`config.mk`:
```
export PLATFORM = sky130hd
export DESIGN_NAME = serial_command_line_parser
export DESIGN_NICKNAME = d
export VERILOG_FILES = /design/src/hw/char_class.v /design/src/hw/line_store.v /design/src/hw/serial_command_line_parser.v
export VERILOG_INCLUDE_DIRS = /design/src /design/src/hw
export SDC_FILE = /design/constraint.sdc
export NUM_CORES = 2
export LEC_CHECK = 0
export ABC_AREA = 1
export ABC_CLOCK_PERIOD_IN_PS = 6460
export BUFFER_PORTS_ARGS = -buffer_cell sky130_fd_sc_hd__buf_2
export CAP_MARGIN = 5
export CORE_MARGIN = 2
export CORE_UTILIZATION = 30
export DETAILED_ROUTE_END_ITERATION = 16
export GPL_ROUTABILITY_DRIVEN = 0
export GPL_TIMING_DRIVEN = 1
export SLEW_MARGIN = 20
export SYNTH_ARGS = -nofsm -noshare
export SYNTH_HDL_FRONTEND = slang
export SYNTH_SLANG_ARGS = --single-unit
```
`constraint.sdc`:
```
create_clock -name clk -period 6.46 [get_ports clk]
set_input_delay 1.292 -clock clk [delete_from_list [all_inputs] [get_ports clk]]
set_output_delay 1.292 -clock clk [all_outputs]
set_load 0.05 [all_outputs]
```
`src/hw/cmd_line_defs.vh`:
```
`ifndef CMD_LINE_DEFS_VH
`define CMD_LINE_DEFS_VH

// Register byte offsets.
`define A_CTRL 8'h00
`define A_STATUS 8'h04
`define A_ID 8'h08
`define A_TIME 8'h0C
`define A_REPORT 8'h10
`define A_CMD 8'h14
`define A_ARG 8'h18

// Control register fields.
`define CTRL_FLAG1 0
`define CTRL_FLAG2 1
`define CTRL_QUIET 2
`define CTRL_DATA_EN 3
`define CTRL_RST 4'h0

// Status register fields; the first two are write-one-to-clear.
`define ST_CMD_VALID 0
`define ST_PARSE_ERR 1
`define ST_TERM_MODE 2
`define ST_HELP_ACT 3
`define ST_HELP_PAUSE 4
`define ST_MSG_BUSY 5
`define ST_RPT_PEND 6

// Instrument ID as four BCD digits, timestamp as day/hour/minute BCD.
`define ID_RST 16'h0000
`define TIME_RST 28'h001_0000
`define RPT_DATA_BIT 24

// Characters.
`define CH_CTL_C 8'h03
`define CH_BS 8'h08
`define CH_LF 8'h0A
`define CH_CR 8'h0D
`define CH_CTL_P 8'h10
`define CH_CTL_T 8'h14
`define CH_ESC 8'h1B
`define CH_SP 8'h20
`define CH_QUOTE 8'h22
`define CH_PLUS 8'h2B
`define CH_MINUS 8'h2D
`define CH_DOT 8'h2E
`define CH_ZERO 8'h30
`define CH_COLON 8'h3A
`define CH_QM 8'h3F
`define CH_UX 8'h58

// Command type letters and their codes.
`define CH_C 8'h43
`define CH_D 8'h44
`define CH_L 8'h4C
`define CH_T 8'h54
`define CH_V 8'h56
`define CH_W 8'h57
`define TY_NONE 3'h0
`define TY_CAL 3'h1
`define TY_DIAG 3'h2
`define TY_LOGON 3'h3
`define TY_TEST 3'h4
`define TY_VAR 3'h5
`define TY_WARN 3'h6
`define TY_HELP 3'h7

// Argument type codes.
`define AT_NONE 3'h0
`define AT_INT 3'h1
`define AT_HEX 3'h2
`define AT_FLT 3'h3
`define AT_BOOL 3'h4
`define AT_STR 3'h5

// Keywords, upper case, right aligned in a 64-bit word.
`define KW_LIST 64'h0000_0000_4C49_5354
`define KW_ABORT 64'h0000_0041_424F_5254
`define KW_NAME 64'h0000_0000_4E41_4D45
`define KW_EXIT 64'h0000_0000_4558_4954
`define KW_LOGON 64'h0000_004C_4F47_4F4E
`define KW_LOGOFF 64'h0000_4C4F_474F_4646
`define KW_ON 64'h0000_0000_0000_4F4E
`define KW_OFF 64'h0000_0000_004F_4646

// Error report body and last step of an outgoing message.
`define ERR_BODY 16'h4552
`define MSG_LAST 5'h14

`endif

```
`src/hw/char_class.v`:
```
`timescale 1ns/1ns
`default_nettype none

module char_class (
  input wire [7:0] ch, // Character to classify
  output wire [7:0] up, // Character folded to upper case
  output wire is_dig, // Decimal digit
  output wire is_hex, // Hexadecimal digit in either case
  output wire [3:0] nib, // Digit value
  output wire is_print // Printable character
);
  wire lower;
  wire is_af;

  assign lower = (ch >= 8'h61) && (ch <= 8'h7A);
  assign up = lower ? (ch - 8'h20) : ch;
  assign is_dig = (ch >= 8'h30) && (ch <= 8'h39);
  assign is_af = (up >= 8'h41) && (up <= 8'h46);
  assign is_hex = is_dig | is_af;
  assign nib = is_dig ? ch[3:0] : (ch[3:0] + 4'h9);
  assign is_print = (ch >= 8'h20) && (ch <= 8'h7E);
endmodule // char_class

`default_nettype wire

```
`src/hw/line_store.v`:
```
`timescale 1ns/1ns
`default_nettype none

module line_store #(
  parameter DEPTH = 80, // Characters held
  parameter AW = 7 // Index width
) (
  input wire clk, // System clock
  input wire rst, // Synchronous reset
  input wire push, // Append din
  input wire pop, // Remove last character
  input wire clear, // Discard the whole line
  input wire [7:0] din, // Character to append
  input wire [AW-1:0] raddr, // Read index
  output wire [7:0] dout, // Character at raddr
  output wire [AW-1:0] count, // Characters held
  output wire full // No room left
);
  localparam [AW-1:0] FULL_CNT = DEPTH;

  reg [7:0] mem [0:DEPTH-1];
  reg [AW-1:0] cnt_ff;

  assign full = (cnt_ff == FULL_CNT);
  assign count = cnt_ff;
  assign dout = mem[raddr];

  // The array has no reset; only the count says what is valid.
  always @(posedge clk) begin
    if (push && !full) begin
      mem[cnt_ff] <= din;
    end
  end

  always @(posedge clk) begin
    if (rst || clear) begin
      cnt_ff <= {AW{1'b0}};
    end else if (push && !full) begin
      cnt_ff <= cnt_ff + 1'b1;
    end else if (pop && (cnt_ff != {AW{1'b0}})) begin
      cnt_ff <= cnt_ff - 1'b1;
    end
  end
endmodule // line_store

`default_nettype wire

```
`src/hw/serial_command_line_parser.v`:
```
// What this block does
// - Control-T selects terminal mode with echo and line editing.
// - Control-C outside a help listing selects computer mode, no echo, no editing.
// - Echo and editing act only while both mode flags are clear.
// - A buffered line is executed only when carriage return arrives.
// - Backspace removes the last buffered character.
// - Escape discards the whole buffered line.
// - Question mark with optional ID transmits the command list.
// - Control-C pauses a running help listing.
// - Control-P resumes a paused help listing.
// - Letters and keywords match regardless of case.
// - Fields are separated by spaces.
// - Line is type letter, optional ID, command word, arguments, carriage return.
// - Type letters C, D, L, T, V, W decode to their command types.
// - Integer is optional sign then one or more decimal digits.
// - Hex is 0x then hex digits, no sign allowed.
// - Float is optional sign, digits, optional point, a digit somewhere, no exponent.
// - Boolean is only ON or OFF.
// - String is printable characters between two quotes, no embedded quote.
// - Names match only in full, never abbreviated.
// - Quiet mode drops unsolicited status reports.
// - Reports cover warnings, calibration, diagnostics, and data if enabled.
// - Messages carry day, hour and minute stamp after the type letter.
// - Then the ID of one to four digits, the body, and CR LF.
`timescale 1ns/1ns
`default_nettype none
`include "cmd_line_defs.vh"

module serial_command_line_parser #(
  parameter DEPTH = 80, // Command line capacity
  parameter AW = 7 // Line index width
) (
  input wire clk, // System clock
  input wire rst, // Synchronous reset, active high
  input wire psel, // APB select
  input wire penable, // APB enable
  input wire pwrite, // APB write
  input wire [7:0] paddr, // APB byte address
  input wire [31:0] pwdata, // APB write data
  output reg [31:0] prdata, // APB read data
  output reg pready, // APB ready
  output reg pslverr, // APB error for unmapped address
  input wire [7:0] rx_data, // Received character
  input wire rx_valid, // Received character valid
  output reg rx_ready, // Character accepted when high with rx_valid
  output reg [7:0] tx_data, // Character to send
  output reg tx_valid, // Character to send valid
  input wire tx_ready // Transmitter takes tx_data
);
  localparam S_IDLE = 3'b001;
  localparam S_PARSE = 3'b010;
  localparam S_DONE = 3'b100;
  localparam HLEN = 35;
  localparam [6:0] HLAST = HLEN - 1;
  localparam [8*HLEN-1:0] HELP_TEXT = "LIST ABORT NAME EXIT LOGON LOGOFF\015\012";

  reg [2:0] st_ff;
  reg [3:0] ctrl_ff;
  reg [15:0] id_ff;
  reg [27:0] time_ff;
  reg term_ff, cmdv_ff, perr_ff;
  reg [AW-1:0] pidx_ff, plen_ff;
  reg [2:0] fno_ff, typ_ff, kw_ff, at_ff;
  reg inq_ff, err_ff, idbad_ff, idseen_ff, cmdseen_ff, argseen_ff, pneg_ff;
  reg [31:0] pval_ff;
  reg [3:0] flen_ff;
  reg [63:0] word_ff;
  reg [31:0] val_ff;
  reg [15:0] bcd_ff;
  reg f_dig_ff, f_int_ff, f_hex_ff, f_flt_ff, f_hasd_ff, f_dot_ff;
  reg f_str_ff, f_qcl_ff, neg_ff;
  reg [2:0] rtyp_ff, rkw_ff, rat_ff;
  reg rneg_ff, rid_ff;
  reg [31:0] rval_ff;
  reg echo_v_ff;
  reg [7:0] echo_d_ff;
  reg help_ff, pause_ff;
  reg [6:0] hidx_ff;
  reg err_pend_ff, rpt_pend_ff, msg_ff, lead_ff;
  reg [24:0] rpt_ff;
  reg [7:0] mtype_ff;
  reg [15:0] mbody_ff;
  reg [4:0] mstep_ff;
  reg [7:0] mch;
  reg mskip;
  reg [2:0] ty_new, kw_new, at_new;
  reg [31:0] rd_mux;
  reg rd_err;

  wire idle = (st_ff == S_IDLE);
  wire parse = (st_ff == S_PARSE);
  wire done = (st_ff == S_DONE);
  wire rx_take = rx_valid & rx_ready;
  wire wr = psel & penable & pready & pwrite;
  wire edit = term_ff & ~ctrl_ff[`CTRL_FLAG1] & ~ctrl_ff[`CTRL_FLAG2];
  wire is_cr = (rx_data == `CH_CR);
  wire is_bs = (rx_data == `CH_BS) & edit;
  wire is_esc = (rx_data == `CH_ESC) & edit;
  wire is_ctl = (rx_data == `CH_CTL_T) | (rx_data == `CH_CTL_C) | (rx_data == `CH_CTL_P);
  wire plain = ~is_ctl & ~is_cr & ~is_bs & ~is_esc;
  wire start = idle & rx_take & is_cr;
  wire [7:0] bch, up;
  wire [AW-1:0] cnt;
  wire full, is_dig, is_hex, is_print;
  wire [3:0] nib;
  wire fin = (pidx_ff == plen_ff);
  wire [7:0] pch = fin ? `CH_SP : bch;
  wire sep = fin | ((pch == `CH_SP) & ~inq_ff);
  wire fend = parse & sep & (flen_ff != 4'h0);
  wire pos0 = (flen_ff == 4'h0);
  wire pos1 = (flen_ff == 4'h1);
  wire sign = (pch == `CH_PLUS) | (pch == `CH_MINUS);
  wire id_field = f_dig_ff & (flen_ff <= 4'h4) & (fno_ff == 3'h1);
  wire rpt_ok = ~ctrl_ff[`CTRL_QUIET] & (~rpt_ff[`RPT_DATA_BIT] | ctrl_ff[`CTRL_DATA_EN]);
  wire load = ~tx_valid | tx_ready;

  line_store #(.DEPTH(DEPTH), .AW(AW)) u_store (
    .clk(clk),
    .rst(rst),
    .push(idle & rx_take & plain),
    .pop(idle & rx_take & is_bs),
    .clear((idle & rx_take & is_esc) | done),
    .din(rx_data),
    .raddr(pidx_ff),
    .dout(bch),
    .count(cnt),
    .full(full)
  );

  char_class u_class (
    .ch(pch),
    .up(up),
    .is_dig(is_dig),
    .is_hex(is_hex),
    .nib(nib),
    .is_print(is_print)
  );

  always @* begin
    ty_new = `TY_NONE;
    kw_new = 3'h0;
    at_new = `AT_NONE;
    case (word_ff[7:0])
      `CH_C: ty_new = `TY_CAL;
      `CH_D: ty_new = `TY_DIAG;
      `CH_L: ty_new = `TY_LOGON;
      `CH_T: ty_new = `TY_TEST;
      `CH_V: ty_new = `TY_VAR;
      `CH_W: ty_new = `TY_WARN;
      `CH_QM: ty_new = `TY_HELP;
      default: ty_new = `TY_NONE;
    endcase
    // whole word compare, longer words never fit
    if (flen_ff <= 4'h8) begin
      if (word_ff == `KW_LIST) kw_new = 3'h1;
      else if (word_ff == `KW_ABORT) kw_new = 3'h2;
      else if (word_ff == `KW_NAME) kw_new = 3'h3;
      else if (word_ff == `KW_EXIT) kw_new = 3'h4;
      else if (word_ff == `KW_LOGON) kw_new = 3'h5;
      else if (word_ff == `KW_LOGOFF) kw_new = 3'h6;
    end
    if (f_int_ff & f_hasd_ff) at_new = `AT_INT;
    else if (f_hex_ff & (flen_ff >= 4'h3)) at_new = `AT_HEX;
    else if (f_flt_ff & f_hasd_ff) at_new = `AT_FLT;
    else if ((flen_ff <= 4'h3) & ((word_ff == `KW_ON) | (word_ff == `KW_OFF))) at_new = `AT_BOOL;
    else if (f_str_ff & f_qcl_ff & (flen_ff >= 4'h3)) at_new = `AT_STR;
  end

  // Field accumulators restart at line start and after every separator.
  always @(posedge clk) begin
    if (rst || start || (parse && sep)) begin
      flen_ff <= 4'h0;
      word_ff <= 64'h0000_0000_0000_0000;
      val_ff <= 32'h0000_0000;
      bcd_ff <= 16'h0000;
      {f_dig_ff, f_int_ff, f_hex_ff, f_flt_ff, f_str_ff} <= 5'b11111;
      {f_hasd_ff, f_dot_ff, f_qcl_ff, neg_ff} <= 4'b0000;
    end else if (parse) begin
      if (flen_ff != 4'hF) flen_ff <= flen_ff + 4'h1;
      word_ff <= {word_ff[55:0], up};
      bcd_ff <= {bcd_ff[11:0], nib};
      f_dig_ff <= f_dig_ff & is_dig;
      f_int_ff <= f_int_ff & (is_dig | (pos0 & sign));
      // a sign breaks the 0x prefix
      f_hex_ff <= f_hex_ff & (pos0 ? (pch == `CH_ZERO) : pos1 ? (up == `CH_UX) : is_hex);
      // second point or exponent letter fails
      f_flt_ff <= f_flt_ff & (is_dig | (pos0 & sign) | ((pch == `CH_DOT) & ~f_dot_ff));
      f_dot_ff <= f_dot_ff | (pch == `CH_DOT);
      f_hasd_ff <= f_hasd_ff | is_dig;
      neg_ff <= neg_ff | (pos0 & (pch == `CH_MINUS));
      // any quote after the first closes; nothing may follow it
      f_str_ff <= f_str_ff & is_print & ~f_qcl_ff & (~pos0 | (pch == `CH_QUOTE));
      f_qcl_ff <= f_qcl_ff | (~pos0 & (pch == `CH_QUOTE));
      if (!pos0 && !pos1 && f_hex_ff && is_hex) begin
        val_ff <= {val_ff[27:0], nib};
      end else if (is_dig && !f_dot_ff) begin
        val_ff <= {val_ff[28:0], 3'b000} + {val_ff[30:0], 1'b0} + {28'h000_0000, nib};
      end
    end
  end

  // Line walk: one character per clock.
  always @(posedge clk) begin
    if (rst) begin
      st_ff <= S_IDLE;
      pidx_ff <= {AW{1'b0}};
      plen_ff <= {AW{1'b0}};
      fno_ff <= 3'h0;
      typ_ff <= `TY_NONE;
      kw_ff <= 3'h0;
      at_ff <= `AT_NONE;
      {inq_ff, err_ff, idbad_ff, idseen_ff, cmdseen_ff, argseen_ff, pneg_ff} <= 7'h00;
      pval_ff <= 32'h0000_0000;
    end else begin
      case (st_ff)
        S_IDLE: begin
          if (start) begin
            st_ff <= S_PARSE;
            pidx_ff <= {AW{1'b0}};
            plen_ff <= cnt;
            fno_ff <= 3'h0;
            typ_ff <= `TY_NONE;
            kw_ff <= 3'h0;
            at_ff <= `AT_NONE;
            {inq_ff, err_ff, idbad_ff, idseen_ff, cmdseen_ff, argseen_ff, pneg_ff} <= 7'h00;
          end
        end
        S_PARSE: begin
          pidx_ff <= pidx_ff + 1'b1;
          if (fin) st_ff <= S_DONE;
          if (pch == `CH_QUOTE) inq_ff <= ~inq_ff;
          // type letter, optional ID, word, arguments
          if (fend) begin
            if (fno_ff != 3'h7) fno_ff <= fno_ff + 3'h1;
            if (fno_ff == 3'h0) begin
              typ_ff <= ty_new;
              if ((flen_ff != 4'h1) || (ty_new == `TY_NONE)) err_ff <= 1'b1;
            end else if (!cmdseen_ff && id_field) begin
              idseen_ff <= 1'b1;
              if (bcd_ff != id_ff) idbad_ff <= 1'b1;
            end else if (typ_ff == `TY_HELP) begin
              err_ff <= 1'b1;
            end else if (!cmdseen_ff) begin
              cmdseen_ff <= 1'b1;
              kw_ff <= kw_new;
              if (kw_new == 3'h0) err_ff <= 1'b1;
            end else if (!argseen_ff) begin
              argseen_ff <= 1'b1;
              at_ff <= at_new;
              pval_ff <= val_ff;
              pneg_ff <= neg_ff;
              if (at_new == `AT_NONE) err_ff <= 1'b1;
            end
          end
        end
        S_DONE: st_ff <= S_IDLE;
        default: st_ff <= S_IDLE;
      endcase
    end
  end

  // Registers, mode and results.
  always @(posedge clk) begin
    if (rst) begin
      ctrl_ff <= `CTRL_RST;
      id_ff <= `ID_RST;
      time_ff <= `TIME_RST;
      rpt_ff <= 25'h000_0000;
      {term_ff, cmdv_ff, perr_ff} <= 3'b000;
      {rtyp_ff, rkw_ff, rat_ff} <= 9'h000;
      {rneg_ff, rid_ff} <= 2'b00;
      rval_ff <= 32'h0000_0000;
    end else begin
      if (wr && (paddr == `A_CTRL)) ctrl_ff <= pwdata[3:0];
      if (wr && (paddr == `A_ID)) id_ff <= pwdata[15:0];
      if (wr && (paddr == `A_TIME)) time_ff <= pwdata[27:0];
      if (wr && (paddr == `A_REPORT)) rpt_ff <= pwdata[24:0];
      if (wr && (paddr == `A_STATUS)) begin
        if (pwdata[`ST_CMD_VALID]) cmdv_ff <= 1'b0;
        if (pwdata[`ST_PARSE_ERR]) perr_ff <= 1'b0;
      end
      if (idle && rx_take) begin
        if (rx_data == `CH_CTL_T) term_ff <= 1'b1;
        // computer mode unless a listing is running
        if ((rx_data == `CH_CTL_C) && !help_ff) term_ff <= 1'b0;
      end
      // Results land after the clear so a new command is never lost.
      if (done && !idbad_ff && (fno_ff != 3'h0)) begin
        // bad line is flagged, never executed
        if (err_ff || ((typ_ff != `TY_HELP) && !cmdseen_ff)) begin
          perr_ff <= 1'b1;
        end else if (typ_ff != `TY_HELP) begin
          cmdv_ff <= 1'b1;
          rtyp_ff <= typ_ff;
          rkw_ff <= kw_ff;
          rat_ff <= at_ff;
          rneg_ff <= pneg_ff;
          rid_ff <= idseen_ff;
          rval_ff <= pval_ff;
        end
      end
    end
  end

  wire line_ok = done & ~idbad_ff & (fno_ff != 3'h0);
  wire line_bad = line_ok & (err_ff | ((typ_ff != `TY_HELP) & ~cmdseen_ff));

  // Outgoing message characters, one step per character.
  always @* begin
    mch = `CH_SP;
    mskip = 1'b0;
    case (mstep_ff)
      5'd0: mch = mtype_ff;
      5'd2: mch = `CH_ZERO | {4'h0, time_ff[27:24]};
      5'd3: mch = `CH_ZERO | {4'h0, time_ff[23:20]};
      5'd4: mch = `CH_ZERO | {4'h0, time_ff[19:16]};
      5'd5: mch = `CH_COLON;
      5'd6: mch = `CH_ZERO | {4'h0, time_ff[15:12]};
      5'd7: mch = `CH_ZERO | {4'h0, time_ff[11:8]};
      5'd8: mch = `CH_COLON;
      5'd9: mch = `CH_ZERO | {4'h0, time_ff[7:4]};
      5'd10: mch = `CH_ZERO | {4'h0, time_ff[3:0]};
      // ID without leading zeros, at least one digit
      5'd12: begin
        mch = `CH_ZERO | {4'h0, id_ff[15:12]};
        mskip = lead_ff & (id_ff[15:12] == 4'h0);
      end
      5'd13: begin
        mch = `CH_ZERO | {4'h0, id_ff[11:8]};
        mskip = lead_ff & (id_ff[11:8] == 4'h0);
      end
      5'd14: begin
        mch = `CH_ZERO | {4'h0, id_ff[7:4]};
        mskip = lead_ff & (id_ff[7:4] == 4'h0);
      end
      5'd15: mch = `CH_ZERO | {4'h0, id_ff[3:0]};
      5'd17: mch = mbody_ff[15:8];
      5'd18: mch = mbody_ff[7:0];
      5'd19: mch = `CH_CR;
      5'd20: mch = `CH_LF;
      default: mch = `CH_SP;
    endcase
  end

  // Transmit side: echo first, then the help listing, then messages.
  always @(posedge clk) begin
    if (rst) begin
      {echo_v_ff, help_ff, pause_ff, err_pend_ff, rpt_pend_ff, msg_ff, lead_ff} <= 7'h00;
      echo_d_ff <= 8'h00;
      hidx_ff <= 7'h00;
      mtype_ff <= 8'h00;
      mbody_ff <= 16'h0000;
      mstep_ff <= 5'h00;
      tx_data <= 8'h00;
      tx_valid <= 1'b0;
      rx_ready <= 1'b0;
    end else begin
      // Ready drops after every accepted character, so an echo is never overwritten.
      rx_ready <= idle & ~rx_take & ~echo_v_ff & ~start;
      if (idle && rx_take) begin
        if (edit && !is_ctl) begin
          echo_v_ff <= 1'b1;
          echo_d_ff <= rx_data;
        end
        if ((rx_data == `CH_CTL_C) && help_ff) pause_ff <= 1'b1;
        if ((rx_data == `CH_CTL_P) && help_ff) pause_ff <= 1'b0;
      end
      if (msg_ff == 1'b0) begin
        if (err_pend_ff) begin
          msg_ff <= 1'b1;
          err_pend_ff <= 1'b0;
          mtype_ff <= `CH_W;
          mbody_ff <= `ERR_BODY;
        end else if (rpt_pend_ff) begin
          msg_ff <= rpt_ok;
          rpt_pend_ff <= 1'b0;
          mtype_ff <= rpt_ff[7:0];
          mbody_ff <= rpt_ff[23:8];
        end
        mstep_ff <= 5'h00;
        lead_ff <= 1'b1;
      end
      if (wr && (paddr == `A_REPORT)) rpt_pend_ff <= 1'b1;
      if (line_bad) err_pend_ff <= 1'b1;
      if (load) begin
        if (echo_v_ff) begin
          tx_valid <= 1'b1;
          tx_data <= echo_d_ff;
          echo_v_ff <= 1'b0;
        end else if (help_ff && !pause_ff) begin
          tx_valid <= 1'b1;
          tx_data <= HELP_TEXT[8*(HLEN-1-hidx_ff) +: 8];
          hidx_ff <= hidx_ff + 7'h01;
          if (hidx_ff == HLAST) help_ff <= 1'b0;
        end else if (msg_ff) begin
          tx_valid <= ~mskip;
          tx_data <= mch;
          mstep_ff <= mstep_ff + 5'h01;
          if (!mskip && (mstep_ff >= 5'd12)) lead_ff <= 1'b0;
          if (mstep_ff == `MSG_LAST) msg_ff <= 1'b0;
        end else begin
          tx_valid <= 1'b0;
        end
      end
      if (line_ok && !line_bad && (typ_ff == `TY_HELP)) begin
        help_ff <= 1'b1;
        pause_ff <= 1'b0;
        hidx_ff <= 7'h00;
      end
    end
  end

  always @* begin
    rd_mux = 32'h0000_0000;
    rd_err = 1'b0;
    if (paddr == `A_CTRL) rd_mux = {28'h000_0000, ctrl_ff};
    else if (paddr == `A_STATUS) rd_mux = {25'h000_0000, rpt_pend_ff, msg_ff, pause_ff,
      help_ff, term_ff, perr_ff, cmdv_ff};
    else if (paddr == `A_ID) rd_mux = {16'h0000, id_ff};
    else if (paddr == `A_TIME) rd_mux = {4'h0, time_ff};
    else if (paddr == `A_REPORT) rd_mux = {7'h00, rpt_ff};
    else if (paddr == `A_CMD) rd_mux = {21'h00_0000, rid_ff, rneg_ff, rat_ff, rkw_ff, rtyp_ff};
    else if (paddr == `A_ARG) rd_mux = rval_ff;
    else rd_err = 1'b1;
  end

  // Zero-wait APB slave: the answer is ready in the first access cycle.
  always @(posedge clk) begin
    if (rst) begin
      pready <= 1'b0;
      pslverr <= 1'b0;
      prdata <= 32'h0000_0000;
    end else begin
      pready <= psel & ~pready;
      if (psel && !penable) begin
        prdata <= rd_mux;
        pslverr <= rd_err;
      end
    end
  end
endmodule // serial_command_line_parser

`default_nettype wire

```
==> metrics.md <==
| Metric | Value |
|---|---|
| Status | finished clean |
| Routed vias/inst | 5.01 |
| Residual antenna-violating net count after detailed routing | 0 |
| Post-synth EDFFs | 640 |
| Final Skew | 63.6 ps |
| Initial Utilization | 30.3% |
| Length of the first detailed-routing pass in iterations | 8 |
| Cell chosen for the clock root | sky130_fd_sc_hd__clkbuf_16 |
| Worst Path Max Fanout | 32 |
| Data required time of the critical path | 7050 ps |
| Pwr Density | 249 mW/mm^2 |
| TritonCTS Buffers | 104 |
| Core region area | 0.157 mm^2 |
| Clock input transition at the sequential cells of the worst setup and hold paths | 60 ps |
| Layout overhead on the synthesized area | 13.4% |
| Count of hold buffers inserted by post-cts repair | 0 |
| Net count of the finished layout | 5366 |
| Number of max-capacitance violations reported | 0 |
| CTS sink count | 1061 |
| Max IR drop VDD | 197 uV |
| Number of global-route vias before repair | 34700 |
| Number of placed instances, taps included | 7165 |
| Total I/O pin count | 99 |
| Cell count after synthesis | 5173 |
| Count of unresolved DRC violations after routing | 0 |
| First-pass GRT wire length | 205000 um |
| Endpoint arrival time on the critical path | 6590 ps |
| Post-synthesis register bit count | 1061 |
| Cell with the largest stage delay on the worst path | sky130_fd_sc_hd__fa_1 |
| Maximum number of pins on one net before global-route repair | 103 |
| GRT overflow | 0 |
| Total detailed-routing wirelength | 134000 um |
| Post-route fraction of the period consumed by the critical path | 92.9% |
| Top post-synthesis cells by area | sky130_fd_sc_hd__edfxtp_1, sky130_fd_sc_hd__dfxtp_1, sky130_fd_sc_hd__nand2_1 |
| NetSw | 2.89 mW |
| Initial DRC count | 3647 |
| Endpoint type of the worst setup path | flip-flop |
| Routed wirelength normalized by instance count | 18.2 um |
| Die height | 401 um |
| Die Span X | 401 um |
| Rel. slew slack | 25.7% |
| Gate power share | 2.3% |
| Worst-case clock buffer depth | 3 |
| Switching power share of the total | 21.6% |
| Async SR Flop Fraction | 0% |
| Setup repair after global routing missed its margin | yes |
| Synthesized Nets | 5315 |
| Share of the synthesized area in the top cell type | 40.6% |
| Detailed-route via count | 36900 |
| Post-Syn Area per Cell | 9.16 um^2 |
| Fmax | 0.167 GHz |
| Accumulated negative setup slack | 0 ps |
| Category of the most critical setup path | flip-flop to flip-flop |
| Category of the worst setup path launch point | flip-flop |
| Initial antenna violation count | 2 |
| Placed wire-length estimate after detailed placement | 87600 um |
| Synth cell types | 64 |
| Flip-flop cell with the highest count after synthesis | sky130_fd_sc_hd__edfxtp_1 |
| Share of the yosys chip area belonging to registers | 58.4% |
| Relative contribution of sequential cells to total power | 53.7% |
| Total leakage power | 19.8 nW |
| Fin cells | 7364 |
| Count of synthesis-stage warnings from yosys | 0 |
| Type of the worst min-delay path | flip-flop to flip-flop |
| Clock tree from TritonCTS | built |
| Slowest Stage Delay on Critical Path | 490 ps |
| Yosys top cell by area | sky130_fd_sc_hd__edfxtp_1 |
| H-Tree Level Count | 3 |
| Number of pins exceeding their max-slew limit in the final report | 0 |
| Die Area | 0.161 mm^2 |
| Portion of total power attributed to the clock network | 44.1% |
| Number of endpoints failing setup at the final stage | 0 |
| Internal power | 10.5 mW |
| Slew at the pin with the worst max-slew slack | 1110 ps |
| Clk Latency, worst-skew pair | 740 ps |
| Fraction of layout cells with a size suffix above 1 | 8.24% |
| Netlist area before placement | 0.0474 mm^2 |
| Row Count | 145 |
| Count of buffers from port buffering | 94 |
| Global-route usage over all layers | 16.0% |
| Final critical delay including setup and external delays | 6000 ps |
| Number of endpoints with negative hold slack in the final report | 0 |
| Most frequent cell on the critical path | sky130_fd_sc_hd__nand2_1 |
-- critical path: cells and delay by family (launching register included) --
family / cells / cell delay, ps
AO/OA/AOI/OAI: 10 / 1900
AND/OR/NAND/NOR: 16 / 1350
buffers and inverters: 7 / 1020
adder cells (fa/ha/maj): 3 / 960
flip-flops: 1 / 450
XOR/XNOR: 1 / 170
-- layout make-up --
type | count | area (um^2)
fill | 15900 | 103000
sequential | 1061 | 27700
multi-input combinational | 3447 | 16900
clock buffer | 141 | 2850
tap | 2058 | 2570
timing repair buffer | 217 | 1760
inverter | 393 | 1490
clock inverter | 46 | 424
antenna | 1 | 2.50
-- cells in the mapped netlist (3+ instances only) --
cell                        number
sky130_fd_sc_hd__nand2_1      1194
sky130_fd_sc_hd__edfxtp_1      640
sky130_fd_sc_hd__nand3_1       596
sky130_fd_sc_hd__nor2_1        483
sky130_fd_sc_hd__dfxtp_1       421
sky130_fd_sc_hd__inv_1         372
sky130_fd_sc_hd__a21oi_1       353
sky130_fd_sc_hd__o21ai_0       258
sky130_fd_sc_hd__clkbuf_1      131
sky130_fd_sc_hd__buf_2          96
sky130_fd_sc_hd__ha_1           84
sky130_fd_sc_hd__a211oi_1       56
sky130_fd_sc_hd__o21ai_1        50
sky130_fd_sc_hd__nor3_1         41
sky130_fd_sc_hd__xor2_1         36
sky130_fd_sc_hd__o211ai_1       34
sky130_fd_sc_hd__nand4_1        32
sky130_fd_sc_hd__a221oi_1       29
sky130_fd_sc_hd__nor4_1         28
sky130_fd_sc_hd__o221ai_1       24
sky130_fd_sc_hd__o22ai_1        23
sky130_fd_sc_hd__buf_6          19
sky130_fd_sc_hd__buf_4          18
sky130_fd_sc_hd__xnor2_1        15
sky130_fd_sc_hd__inv_2          13
sky130_fd_sc_hd__nand2_2        13
sky130_fd_sc_hd__nand3_2        13
sky130_fd_sc_hd__a31oi_1        11
sky130_fd_sc_hd__o31ai_1         9
sky130_fd_sc_hd__a22oi_1         8
sky130_fd_sc_hd__o2111ai_1       7
sky130_fd_sc_hd__o21a_1          7
sky130_fd_sc_hd__buf_1           6
sky130_fd_sc_hd__clkinv_1        6
sky130_fd_sc_hd__a21boi_0        3
sky130_fd_sc_hd__a311oi_1        3
sky130_fd_sc_hd__fa_1            3
sky130_fd_sc_hd__or2_2           3
-- logic make-up (layout without fill, tap and decap cells) --
kind of cell | after synthesis | after routing | synth area share, %
muxes | 1 | 1 | 0.0211
buffers and inverters | 665 | 797 | 6.01
DFF | 1061 | 1061 | 58.4
other | 0 | 1 | 0
and+or+nand+nor | 2417 | 2417 | 21.6
adders and majority gates | 87 | 87 | 2.35
AOI/OAI and AO/OA | 891 | 891 | 10.8
xor gates and xnor gates | 51 | 51 | 0.943
-- sequential cells by signal, summed over array words and instances, names as in the netlist, 25 cells and up, named ones only --
signal,cells
rval_ff,32
word_ff,64
prdata,32
pval_ff,32
u_store.mem,640
time_ff,28
rpt_ff,25
val_ff,32
-- power by group through the flow --
stage	Clock, mW	Sequential (mW)	Combinational, mW
6_report	5.90	7.19	0.302
5_1_grt	6.25	7.19	0.327
4_1_cts	5.99	7.19	0.303
3_5_place_dp	0	7.33	0.302
3_3_place_gp	0	7.33	0.296
2_1_floorplan	0	7.34	0.124
-- metrics by stage --
stage | utilization, % | power (mW) | cell area, um^2 | worst slack (ps) | hold WS (ps)
final | 34.3 | 13.4 | 53700 | 458 | 446
after global routing | 34.3 | 13.8 | 53700 | -37.1 | 471
after CTS | 34.2 | 13.5 | 53500 | 0.892 | 452
after detailed placement | 32.1 | 7.64 | 50200 | 82.7 | 443
after global placement | 32.1 | 7.63 | 50200 | 60.3 | 430
after floorplan | - | 7.46 | 47400 | 922 | 419
-- timing repair --
action                                  in CTS  in global routing
hold endpoints to repair                     0                  0
buffers inserted                             0                  9
endpoints found under the setup margin       0                 11
gates resized for setup                      0                 22
-- metal layers --
metal | GRT usage (%) | vias to the layer above | wire length, um
met5 | 0 | - | 0
met4 | 6.14 | 0 | 4790
met3 | 1.75 | 245 | 8270
met2 | 26.0 | 1265 | 61800
met1 | 21.9 | 17500 | 59000
li1 | - | 17800 | -
-- path summary, 6_finish.rpt --
check / start / end / slack [ps] / depth (start not counted)
setup / recovery: flip-flop / val_ff[29] / 460 / 37
hold / removal: rid_ff / rid_ff / 450 / 2
setup reg to reg: flip-flop / val_ff[29] / 460 / 37
hold reg to reg: rid_ff / rid_ff / 450 / 2
-- cell usage in the layout (no fill, tap or decap), types with 10 or more instances in the layout --
cell type / instances
sky130_fd_sc_hd__clkinv_2: 18
sky130_fd_sc_hd__o211ai_1: 34
sky130_fd_sc_hd__xor2_1: 34
sky130_fd_sc_hd__clkinv_1: 18
sky130_fd_sc_hd__ha_1: 84
sky130_fd_sc_hd__dfxtp_1: 418
sky130_fd_sc_hd__xnor2_1: 15
sky130_fd_sc_hd__nor4_1: 27
sky130_fd_sc_hd__a31oi_1: 10
sky130_fd_sc_hd__nand2_2: 14
sky130_fd_sc_hd__buf_2: 85
sky130_fd_sc_hd__clkbuf_8: 11
sky130_fd_sc_hd__a221oi_1: 29
sky130_fd_sc_hd__nor2_1: 481
sky130_fd_sc_hd__clkbuf_16: 106
sky130_fd_sc_hd__clkbuf_1: 26
sky130_fd_sc_hd__o21ai_1: 54
sky130_fd_sc_hd__nand3_2: 16
sky130_fd_sc_hd__nand2_1: 1193
sky130_fd_sc_hd__inv_2: 15
sky130_fd_sc_hd__nand3_1: 593
sky130_fd_sc_hd__nor3_1: 41
sky130_fd_sc_hd__nand4_1: 32
sky130_fd_sc_hd__a211oi_1: 56
sky130_fd_sc_hd__edfxtp_1: 640
sky130_fd_sc_hd__a21oi_1: 352
sky130_fd_sc_hd__inv_1: 369
sky130_fd_sc_hd__buf_12: 19
sky130_fd_sc_hd__o221ai_1: 24
sky130_fd_sc_hd__o22ai_1: 23
sky130_fd_sc_hd__o21ai_0: 254
sky130_fd_sc_hd__buf_4: 105
(Power assumes the default switching activity.)
